--- src/verilog/dcg_map.svh ---
// constants of the debug command gate: command codes, field positions, flash addresses
`ifndef DCG_MAP_SVH
`define DCG_MAP_SVH
// ****************************************
// command codes
// ****************************************
`define DCG_CMD_REV 8'h00
`define DCG_CMD_RSV1 8'h01
`define DCG_CMD_STAT 8'h02
`define DCG_CMD_RTC 8'h03
`define DCG_CMD_WCTL 8'h04
`define DCG_CMD_RCTL 8'h05
`define DCG_CMD_WPC 8'h06
`define DCG_CMD_RPC 8'h07
`define DCG_CMD_WREG 8'h08
`define DCG_CMD_RREG 8'h09
`define DCG_CMD_WPM 8'h0a
`define DCG_CMD_RPM 8'h0b
`define DCG_CMD_WDM 8'h0c
`define DCG_CMD_RDM 8'h0d
`define DCG_CMD_CRC 8'h0e
`define DCG_CMD_RSVF 8'h0f
`define DCG_CMD_STEP 8'h10
// ****************************************
// control register layout and reset value
// ****************************************
`define DCG_CTL_MODE_BIT 7
`define DCG_CTL_RESET 8'h00
// ****************************************
// flash control register and its mass-erase command
// ****************************************
`define DCG_FLASH_CTL_ADDR 12'hff8
`define DCG_FLASH_LO_ADDR 12'hff8
`define DCG_FLASH_HI_ADDR 12'hfff
`define DCG_MASS_ERASE 8'h63
`endif

--- src/verilog/dcg_pkg.sv ---
// types shared by the debug command gate modules
package dcg_pkg;
	// verdict given for a command byte
	typedef enum logic [1:0] {
		DCG_DENY = 2'b00,
		DCG_RUN = 2'b01,
		DCG_LIMIT = 2'b10
	} dcg_verdict_t;
	// gate state machine
	typedef enum logic [1:0] {
		DCG_IDLE = 2'b00,
		DCG_EXEC = 2'b01,
		DCG_WAIT = 2'b10
	} dcg_state_t;
endpackage

--- src/verilog/dcg_if.sv ---
// link between the command gate and its decision table
`timescale 1ns/10ps
interface dcg_if;
	logic [7:0] code; // command byte under judgement
	logic in_debug; // debug_mode_flag
	logic protect; // readout_protect_option
	logic [1:0] verdict; // dcg_verdict_t value
	modport gate (output code, output in_debug, output protect, input verdict);
	modport table_side (input code, input in_debug, input protect, output verdict);
endinterface

--- src/verilog/dcg_table.sv ---
// decision table: may a command byte run, and in which form
`timescale 1ns/10ps
`include "dcg_map.svh"
module dcg_table
	import dcg_pkg::*;
(
	// decision link
	dcg_if.table_side lk
);
	// ****************************************
	// combinational verdict
	// ****************************************
	always_comb begin
		dcg_verdict_t v;
		v = DCG_DENY;
		case (lk.code)
			// always available, never restricted
			`DCG_CMD_REV, `DCG_CMD_STAT, `DCG_CMD_RCTL: v = DCG_RUN;
			// runs everywhere, limited under protection
			`DCG_CMD_WCTL: v = lk.protect ? DCG_LIMIT : DCG_RUN;
			// debug only, protection does not matter
			`DCG_CMD_RTC, `DCG_CMD_RDM, `DCG_CMD_CRC: begin
				v = lk.in_debug ? DCG_RUN : DCG_DENY;
			end
			// debug only, refused under protection
			`DCG_CMD_WPC, `DCG_CMD_RPC, `DCG_CMD_STEP, `DCG_CMD_RREG,
			`DCG_CMD_WPM, `DCG_CMD_RPM, `DCG_CMD_WDM: begin
				v = (lk.in_debug && !lk.protect) ? DCG_RUN : DCG_DENY;
			end
			// register write, limited under protection
			`DCG_CMD_WREG: begin
				if (!lk.in_debug) begin
					v = DCG_DENY;
				end else if (lk.protect) begin
					v = DCG_LIMIT;
				end else begin
					v = DCG_RUN;
				end
			end
			// reserved and undefined codes are ignored
			default: v = DCG_DENY;
		endcase
		lk.verdict = v;
	end
endmodule // dcg_table

--- src/verilog/dcg_gate.sv ---
// debug command gate: judges host command bytes and grants execution
`timescale 1ns/10ps
`include "dcg_map.svh"
// What this block does
// - normal mode allows only marked commands
// - revision and status always run
// - protected control write keeps debug bit set
// - control readback always runs
// - runtime counter read only in debug
// - write PC debug only, refused protected
// - read PC and step refused protected
// - protected register write: flash control only
// - register reads and program reads/writes refused protected
// - data write refused protected; reads allowed
module dcg_gate
	import dcg_pkg::*;
(
	// clock and reset
	input wire logic clk,
	input wire logic rst_n,
	// command byte from the serial receiver
	input wire logic cmd_valid,
	input wire logic [7:0] cmd_byte,
	// write data phase for control and register writes
	input wire logic wr_valid,
	input wire logic [11:0] wr_addr,
	input wire logic [7:0] wr_data,
	// end of the current command's data phase
	input wire logic cmd_done,
	// flash option pin
	input wire logic protect_pin,
	// granted command
	output logic grant,
	output logic refuse,
	output logic [7:0] active_cmd,
	output logic limited,
	// register write that may proceed
	output logic wr_ok,
	output logic [11:0] wr_ok_addr,
	output logic [7:0] wr_ok_data,
	// debugger control register and mode
	output logic [7:0] ctl_reg,
	output logic debug_mode_flag
);
	// ****************************************
	// pin synchroniser for the protect option
	// ****************************************
	// option pin is asynchronous to clk, so two stages come first
	logic prot_s1; // first stage, read only by second
	logic prot_s2; // synchronised option
	always_ff @(posedge clk or negedge rst_n) begin
		if (!rst_n) begin
			prot_s1 <= 1'b0;
			prot_s2 <= 1'b0;
		end else begin
			prot_s1 <= protect_pin;
			prot_s2 <= prot_s1;
		end
	end

	// ****************************************
	// decision table
	// ****************************************
	dcg_if lk ();
	assign lk.code = cmd_byte;
	assign lk.in_debug = ctl_reg[`DCG_CTL_MODE_BIT];
	assign lk.protect = prot_s2;
	dcg_table u_table (
		.lk(lk)
	);

	// is this address one of the flash control registers
	function automatic logic is_flash(input logic [11:0] a);
		is_flash = (a >= `DCG_FLASH_LO_ADDR) && (a <= `DCG_FLASH_HI_ADDR);
	endfunction

	// ****************************************
	// state and outputs
	// ****************************************
	dcg_state_t state; // gate state
	dcg_state_t next_state;
	logic next_grant;
	logic next_refuse;
	logic [7:0] next_active_cmd;
	logic next_limited;
	logic next_wr_ok;
	logic [11:0] next_wr_ok_addr;
	logic [7:0] next_wr_ok_data;
	logic [7:0] next_ctl_reg;

	// next-value computation
	always_comb begin
		next_state = state;
		next_grant = 1'b0;
		next_refuse = 1'b0;
		next_active_cmd = active_cmd;
		next_limited = limited;
		next_wr_ok = 1'b0;
		next_wr_ok_addr = wr_ok_addr;
		next_wr_ok_data = wr_ok_data;
		next_ctl_reg = ctl_reg;
		// bytes met outside the idle state are dropped without a pulse
		case (state)
			// waiting for a command byte
			DCG_IDLE: begin
				if (cmd_valid) begin
					if (lk.verdict == DCG_DENY) begin
						next_refuse = 1'b1; // no state changes
					end else begin
						next_grant = 1'b1;
						next_active_cmd = cmd_byte;
						next_limited = (lk.verdict == DCG_LIMIT);
						next_state = DCG_EXEC;
					end
				end
			end
			// command running, data phase open
			DCG_EXEC: begin
				if (wr_valid && active_cmd == `DCG_CMD_WCTL) begin
					next_ctl_reg = wr_data;
					if (limited && ctl_reg[`DCG_CTL_MODE_BIT]) begin
						next_ctl_reg[`DCG_CTL_MODE_BIT] = 1'b1;
					end
				end else if (wr_valid && active_cmd == `DCG_CMD_WREG) begin
					if (!limited) begin
						next_wr_ok = 1'b1;
					end else if (is_flash(wr_addr)) begin
						// flash control takes only mass erase
						next_wr_ok = (wr_addr != `DCG_FLASH_CTL_ADDR) ||
							(wr_data == `DCG_MASS_ERASE);
					end
					next_wr_ok_addr = wr_addr;
					next_wr_ok_data = wr_data;
				end
				if (cmd_done) begin
					next_state = DCG_WAIT;
				end
			end
			// one idle cycle between commands
			DCG_WAIT: begin
				next_state = DCG_IDLE;
				// the restriction ends together with its command
				next_limited = 1'b0;
			end
			default: next_state = DCG_IDLE;
		endcase
	end

	// registers
	always_ff @(posedge clk or negedge rst_n) begin
		if (!rst_n) begin
			state <= DCG_IDLE;
			grant <= 1'b0;
			refuse <= 1'b0;
			active_cmd <= 8'h00;
			limited <= 1'b0;
			wr_ok <= 1'b0;
			wr_ok_addr <= 12'h000;
			wr_ok_data <= 8'h00;
			ctl_reg <= `DCG_CTL_RESET;
			debug_mode_flag <= 1'b0;
		end else begin
			state <= next_state;
			grant <= next_grant;
			refuse <= next_refuse;
			active_cmd <= next_active_cmd;
			limited <= next_limited;
			wr_ok <= next_wr_ok;
			wr_ok_addr <= next_wr_ok_addr;
			wr_ok_data <= next_wr_ok_data;
			ctl_reg <= next_ctl_reg;
			debug_mode_flag <= next_ctl_reg[`DCG_CTL_MODE_BIT];
		end
	end

	// ****************************************
	// assertions
	// ****************************************
	// command byte judged in this cycle
	logic take;
	assign take = (state == DCG_IDLE) && cmd_valid;

	// pc read stays closed outside debug
	a_normal_no_pc: assert property (@(posedge clk) disable iff (!rst_n)
		(take && !ctl_reg[`DCG_CTL_MODE_BIT] && cmd_byte == `DCG_CMD_RPC)
		|=> refuse && !grant)
		else $error("pc read granted outside debug");

	// a byte is never both granted and refused
	a_pulse_excl: assert property (@(posedge clk) disable iff (!rst_n)
		!(grant && refuse))
		else $error("grant and refuse together");

	// mode flag mirrors the control register bit
	a_flag_mirror: assert property (@(posedge clk) disable iff (!rst_n)
		debug_mode_flag == ctl_reg[`DCG_CTL_MODE_BIT])
		else $error("mode flag differs from control bit");

	// revision read always runs
	a_rev_always: assert property (@(posedge clk) disable iff (!rst_n)
		(state == DCG_IDLE && cmd_valid && cmd_byte == `DCG_CMD_REV) |=> grant)
		else $error("revision read refused");

	// status read always runs, never restricted
	a_stat_always: assert property (@(posedge clk) disable iff (!rst_n)
		(take && cmd_byte == `DCG_CMD_STAT) |=> grant && !limited)
		else $error("status read refused");

	// control write always runs, restricted only under protection
	a_wctl_always: assert property (@(posedge clk) disable iff (!rst_n)
		(take && cmd_byte == `DCG_CMD_WCTL) |=> grant && limited == $past(prot_s2))
		else $error("control write refused");

	// protected control write keeps the debug bit
	a_mode_kept: assert property (@(posedge clk) disable iff (!rst_n)
		(state == DCG_EXEC && limited && ctl_reg[`DCG_CTL_MODE_BIT])
		|=> ctl_reg[`DCG_CTL_MODE_BIT])
		else $error("protected write cleared debug bit");

	// control readback always runs
	a_rctl_always: assert property (@(posedge clk) disable iff (!rst_n)
		(state == DCG_IDLE && cmd_valid && cmd_byte == `DCG_CMD_RCTL) |=> grant)
		else $error("control readback refused");

	// runtime counter follows the debug bit of the arrival cycle
	a_rtc_debug: assert property (@(posedge clk) disable iff (!rst_n)
		(state == DCG_IDLE && cmd_valid && cmd_byte == `DCG_CMD_RTC)
		|=> grant == $past(ctl_reg[`DCG_CTL_MODE_BIT]))
		else $error("runtime counter verdict wrong");

	// pc write refused under protection
	a_wpc_prot: assert property (@(posedge clk) disable iff (!rst_n)
		(state == DCG_IDLE && cmd_valid && prot_s2 && cmd_byte == `DCG_CMD_WPC) |=> refuse)
		else $error("pc write under protection");

	// single step refused under protection
	a_step_prot: assert property (@(posedge clk) disable iff (!rst_n)
		(state == DCG_IDLE && cmd_valid && prot_s2 && cmd_byte == `DCG_CMD_STEP) |=> refuse)
		else $error("step under protection");

	// pc read refused under protection
	a_rpc_prot: assert property (@(posedge clk) disable iff (!rst_n)
		(take && prot_s2 && cmd_byte == `DCG_CMD_RPC) |=> refuse)
		else $error("pc read under protection");

	// register write in protected debug runs restricted
	a_wreg_limit: assert property (@(posedge clk) disable iff (!rst_n)
		(take && prot_s2 && ctl_reg[`DCG_CTL_MODE_BIT] && cmd_byte == `DCG_CMD_WREG)
		|=> grant && limited)
		else $error("protected register write not restricted");

	// restricted writes reach only the flash control range
	a_flash_only: assert property (@(posedge clk) disable iff (!rst_n)
		(wr_ok && $past(limited)) |-> wr_ok_addr >= `DCG_FLASH_LO_ADDR)
		else $error("protected write outside flash control");

	// flash control under protection takes only mass erase
	a_erase_only: assert property (@(posedge clk) disable iff (!rst_n)
		(wr_ok && $past(limited) && wr_ok_addr == `DCG_FLASH_CTL_ADDR)
		|-> wr_ok_data == `DCG_MASS_ERASE)
		else $error("protected flash control write not mass erase");

	// program read refused under protection
	a_rpm_prot: assert property (@(posedge clk) disable iff (!rst_n)
		(state == DCG_IDLE && cmd_valid && prot_s2 && cmd_byte == `DCG_CMD_RPM) |=> refuse)
		else $error("program read under protection");

	// register read refused under protection
	a_rreg_prot: assert property (@(posedge clk) disable iff (!rst_n)
		(take && prot_s2 && cmd_byte == `DCG_CMD_RREG) |=> refuse)
		else $error("register read under protection");

	// program write refused under protection
	a_wpm_prot: assert property (@(posedge clk) disable iff (!rst_n)
		(take && prot_s2 && cmd_byte == `DCG_CMD_WPM) |=> refuse)
		else $error("program write under protection");

	// data read runs in debug whatever the protection
	a_rdm_prot: assert property (@(posedge clk) disable iff (!rst_n)
		(take && ctl_reg[`DCG_CTL_MODE_BIT] && cmd_byte == `DCG_CMD_RDM) |=> grant)
		else $error("data read refused in debug");

	// data write refused under protection
	a_wdm_prot: assert property (@(posedge clk) disable iff (!rst_n)
		(take && prot_s2 && cmd_byte == `DCG_CMD_WDM) |=> refuse)
		else $error("data write under protection");

	// checksum runs in debug whatever the protection
	a_crc_debug: assert property (@(posedge clk) disable iff (!rst_n)
		(take && ctl_reg[`DCG_CTL_MODE_BIT] && cmd_byte == `DCG_CMD_CRC) |=> grant)
		else $error("checksum refused in debug");

	// upper reserved code leaves everything as it was
	a_reserved: assert property (@(posedge clk) disable iff (!rst_n)
		(state == DCG_IDLE && cmd_valid && cmd_byte == `DCG_CMD_RSVF)
		|=> refuse && $stable(ctl_reg) && state == DCG_IDLE)
		else $error("reserved code changed state");

	// lower reserved code leaves everything as it was
	a_reserved_lo: assert property (@(posedge clk) disable iff (!rst_n)
		(take && cmd_byte == `DCG_CMD_RSV1)
		|=> refuse && $stable(ctl_reg) && state == DCG_IDLE)
		else $error("lower reserved code changed state");

	// undefined codes above the step command are ignored
	a_undef_code: assert property (@(posedge clk) disable iff (!rst_n)
		(take && cmd_byte > `DCG_CMD_STEP)
		|=> refuse && $stable(ctl_reg) && state == DCG_IDLE)
		else $error("undefined code changed state");

	// ****************************************
	// cover points
	// ****************************************
	// a command accepted
	c_grant: cover property (@(posedge clk) disable iff (!rst_n) grant);
	// a command ignored
	c_refuse: cover property (@(posedge clk) disable iff (!rst_n) refuse);
	// a restricted register write let through
	c_limited_wr: cover property (@(posedge clk) disable iff (!rst_n) wr_ok && limited);
	// protected control write that tries to clear the debug bit
	c_mode_held: cover property (@(posedge clk) disable iff (!rst_n)
		state == DCG_EXEC && limited && wr_valid && active_cmd == `DCG_CMD_WCTL
		&& ctl_reg[`DCG_CTL_MODE_BIT] && !wr_data[`DCG_CTL_MODE_BIT]);
	// mass erase accepted under protection
	c_erase_ok: cover property (@(posedge clk) disable iff (!rst_n)
		wr_ok && limited && wr_ok_addr == `DCG_FLASH_CTL_ADDR);
endmodule // dcg_gate

--- config.mk ---
export PLATFORM = sky130hd
export DESIGN_NAME = dcg_gate
export DESIGN_NICKNAME = d
export VERILOG_FILES = /design/src/verilog/dcg_pkg.sv /design/src/verilog/dcg_if.sv /design/src/verilog/dcg_table.sv /design/src/verilog/dcg_gate.sv
export VERILOG_INCLUDE_DIRS = /design/src /design/src/verilog
export SDC_FILE = /design/constraint.sdc
export NUM_CORES = 1
export LEC_CHECK = 0
export ABC_CLOCK_PERIOD_IN_PS = 2200
export BUFFER_PORTS_ARGS = -buffer_cell sky130_fd_sc_hd__buf_2
export CAP_MARGIN = 20
export CORE_MARGIN = 4
export CORE_UTILIZATION = 49
export DETAILED_ROUTE_END_ITERATION = 8
export GPL_TIMING_DRIVEN = 0
export PLACE_DENSITY = 0.79
export SYNTH_ARGS = -nofsm -noshare
export SYNTH_HDL_FRONTEND = slang
export SYNTH_SLANG_ARGS = --single-unit
--- constraint.sdc ---
create_clock -name clk -period 2.2 [get_ports clk]
set_clock_uncertainty 0.05 [all_clocks]
set_input_delay 0.66 -clock clk [delete_from_list [all_inputs] [get_ports clk]]
set_output_delay 0.66 -clock clk [all_outputs]
set_load 0.05 [all_outputs]
==> flow_summary.json <==
{
  "status": "finished, final reports clean",
  "dpl.hpwl_um": 3490,
  "cp_slowest_cell": "dfrtp_1",
  "antenna_cells": 0,
  "drive_gt1_frac": 0.504,
  "drt_wl_total_um": 4600,
  "grt_pass1_vias": 1479,
  "syn-instance-count": 162,
  "p_clk_frac": 0.394,
  "sw_frac_of_total": 0.239,
  "clock-sinks": 44,
  "max_cap_viol_count": 0,
  "grt_max_degree": 45,
  "drt-pass1-iter-count": 4,
  "die_area_um2": 5300,
  "ant_nets": 0,
  "ys_top_cells_by_area": "dfrtp_1, mux2_4, mux2_2",
  "yosys_warnings": 0,
  "layout.nets": 276,
  "core_um2": 4030,
  "fp-row-count": 23,
  "setup_ws_ns": 0.290,
  "path_delay_family": "flip-flops",
  "drt-vias-per-instance": 5.35,
  "vias": 1562,
  "post-place-ws_ns": 0.0591,
  "area_delta_synth_final_pct": 27.8,
  "power_density_nw_per_um2": 674,
  "relSlewSlack": 0.541,
  "seq_area_frac_synth": 0.535,
  "final_cell_mix": "buf_2, dfrtp_1, mux2_4, nand2_1, mux2_2",
  "cp_data_required_time_ns": 1.49,
  "synth_nets": 196,
  "crit_arrival_ns": 1.20,
  "critPathKind": "reg -> out",
  "final_common_cell": "buf_2",
  "yosys.area.top_type": "dfrtp_1",
  "p_switching_uw": 423,
  "first_iter_violations": 87,
  "io_buffers": 72,
  "antenna_found_initial": 0,
  "initial_utilization": 0.511,
  "p_seq_frac": 0.480,
  "ys_types": 42,
  "rsz0062_at_grt": "no",
  "leakage_uw": 0.00148,
  "cts_buffers": 5,
  "cp-end-kind": "primary output",
  "die-height_um": 72.8,
  "critPathMaxStageDelay_ns": 0.50,
  "synth_top_area_frac": 0.535,
  "fin_crit_ns": 1.91,
  "min_period_over_period": 0.868,
  "slew_violations": 0,
  "path_cells": "buf_4, buf_2",
  "hold_viol_final": 0,
  "ctsResizeCount": 0,
  "ys_ff_latch": 44,
  "fillers": 307,
  "io_pins": 75,
  "clkLatencyLatePin_ns": 0.29,
  "place.gp.congestion": 0.841,
  "fin_tns_setup_ns": 0,
  "grt_pass1_wl_um": 7290,
  "synth_area_um2": 2060,
  "clk_path_buf_depth": 2,
  "peakVddDrop_v": 0.000416,
  "holdBufCountCts": 0,
  "cp_max_fo": 8,
  "cts_root_buf": "clkbuf_8",
  "regMostFlops": "wr_ok_addr",
  "drc": 0,
  "worst-slew-pin-transition_ns": 0.671,
  "path_clk_slew_ns": 0.08,
  "die_w_um": 72.8,
  "critPathLaunchType": "flip-flop",
  "postCtsSetupRepairBufs": 0,
  "max_freq_ghz": 0.524,
  "htreeDepth": 2,
  "p_int_uw": 1350,
  "synth_area_per_cell_um2": 12.7,
  "largest_reg_flops": 12,
  "min_path_type": "in -> async",
  "track_usage": 0.178,
  "path_buf_inv": 2,
  "setup_viol": 0,
  "routedWlPerCell_um": 15.8,
  "p_comb_frac": 0.126,
  "grt_overflow_total": 0,
  "cts_tree": "built"
}
[power by group through the flow]
stage | clock network (uW) | registers (uW) | logic, uW
after detailed placement | 0 | 865 | 219
after global placement | 0 | 864 | 216
after CTS | 716 | 850 | 222
after floorplan | 0 | 926 | 67.8
final | 698 | 850 | 224
after global routing | 754 | 853 | 244
[layer usage]
metal | global-route usage | wire length [um] | part of all wire | vias to the layer above
met3 | 0.0358 | 342 | 0.074 | 4
met2 | 0.289 | 2260 | 0.49 | 61
met1 | 0.238 | 1980 | 0.43 | 762
li1 | - | - | - | 735
met4 | 0.0656 | 21 | 0.0046 | 0
met5 | 0 | 0 | 0 | -
[worst paths after layout]
| path | from | to | slack, ns | depth (start not counted) |
|---|---|---|---|---|
| setup / recovery | ctl_reg[7]$_DFFE_PN0P_ | ctl_reg[7] | 0.29 | 2 |
| hold / removal | rst_n | wr_ok_data[2]$_DFFE_PN0P_ | 0.17 | 1 |
| setup reg to reg | active_cmd[1]$_DFFE_PN0P_ | wr_ok_data[6]$_DFFE_PN0P_ | 0.33 | 5 |
| hold reg to reg | prot_s1$_DFF_PN0_ | lk.protect$_DFF_PN0_ | 0.30 | 0 |
| max in group asynchronous | rst_n | limited$_DFFE_PN0P_ | 1.47 | 2 |
| min in group clk | prot_s1$_DFF_PN0_ | lk.protect$_DFF_PN0_ | 0.30 | 0 |
[cell families after synthesis]
group                  after synthesis  synth area share
buffers and inverters               14            0.0383
and+or+nand+nor                     53             0.151
muxes                               31             0.200
DFF                                 44             0.535
AOI/OAI and AO/OA                   20            0.0748
[final cells by class]
type,count,area [um^2],area share
sequential,44,1100,0.419
multi-input combinational,104,877,0.334
timing repair buffer,73,380,0.145
clock buffer,5,68.8,0.0262
tap,50,62.6,0.0238
clock inverter,2,60.1,0.0228
buffer,7,52.6,0.0200
inverter,7,26.3,0.0100
[synth_stat cells (all sizes together)]
library cell  count
a2111oi           1
nor2b             5
a21oi             6
a211oi            1
and3              2
dfrtp            44
a21o              1
a311o             1
a31oi             1
and2              1
o22ai             1
buf               7
nor3              6
nand3             5
inv               7
and4              1
mux2i             4
nor4b             1
nor2              7
or4               1
nand3b            1
a2bb2oi           1
a32oi             1
nor4bb            1
nand2            11
mux2             27
nor4              2
o41ai             1
o31ai             1
nand2b            4
or3               1
o21ai             4
nand4             2
or2               2
[through the flow]
step                      area, um^2  hold WS (ns)  std cells  power (uW)  utilization
final                           2630         0.172        292        1770        0.652
after global routing            2630         0.167        292        1850        0.652
after CTS                       2610         0.305        291        1790        0.648
after detailed placement        2480         0.287        284        1080        0.616
after global placement          2480         0.286        284        1080        0.616
after floorplan                 2060         0.281        162         994            -
Power figures use the tool's default switching activity.
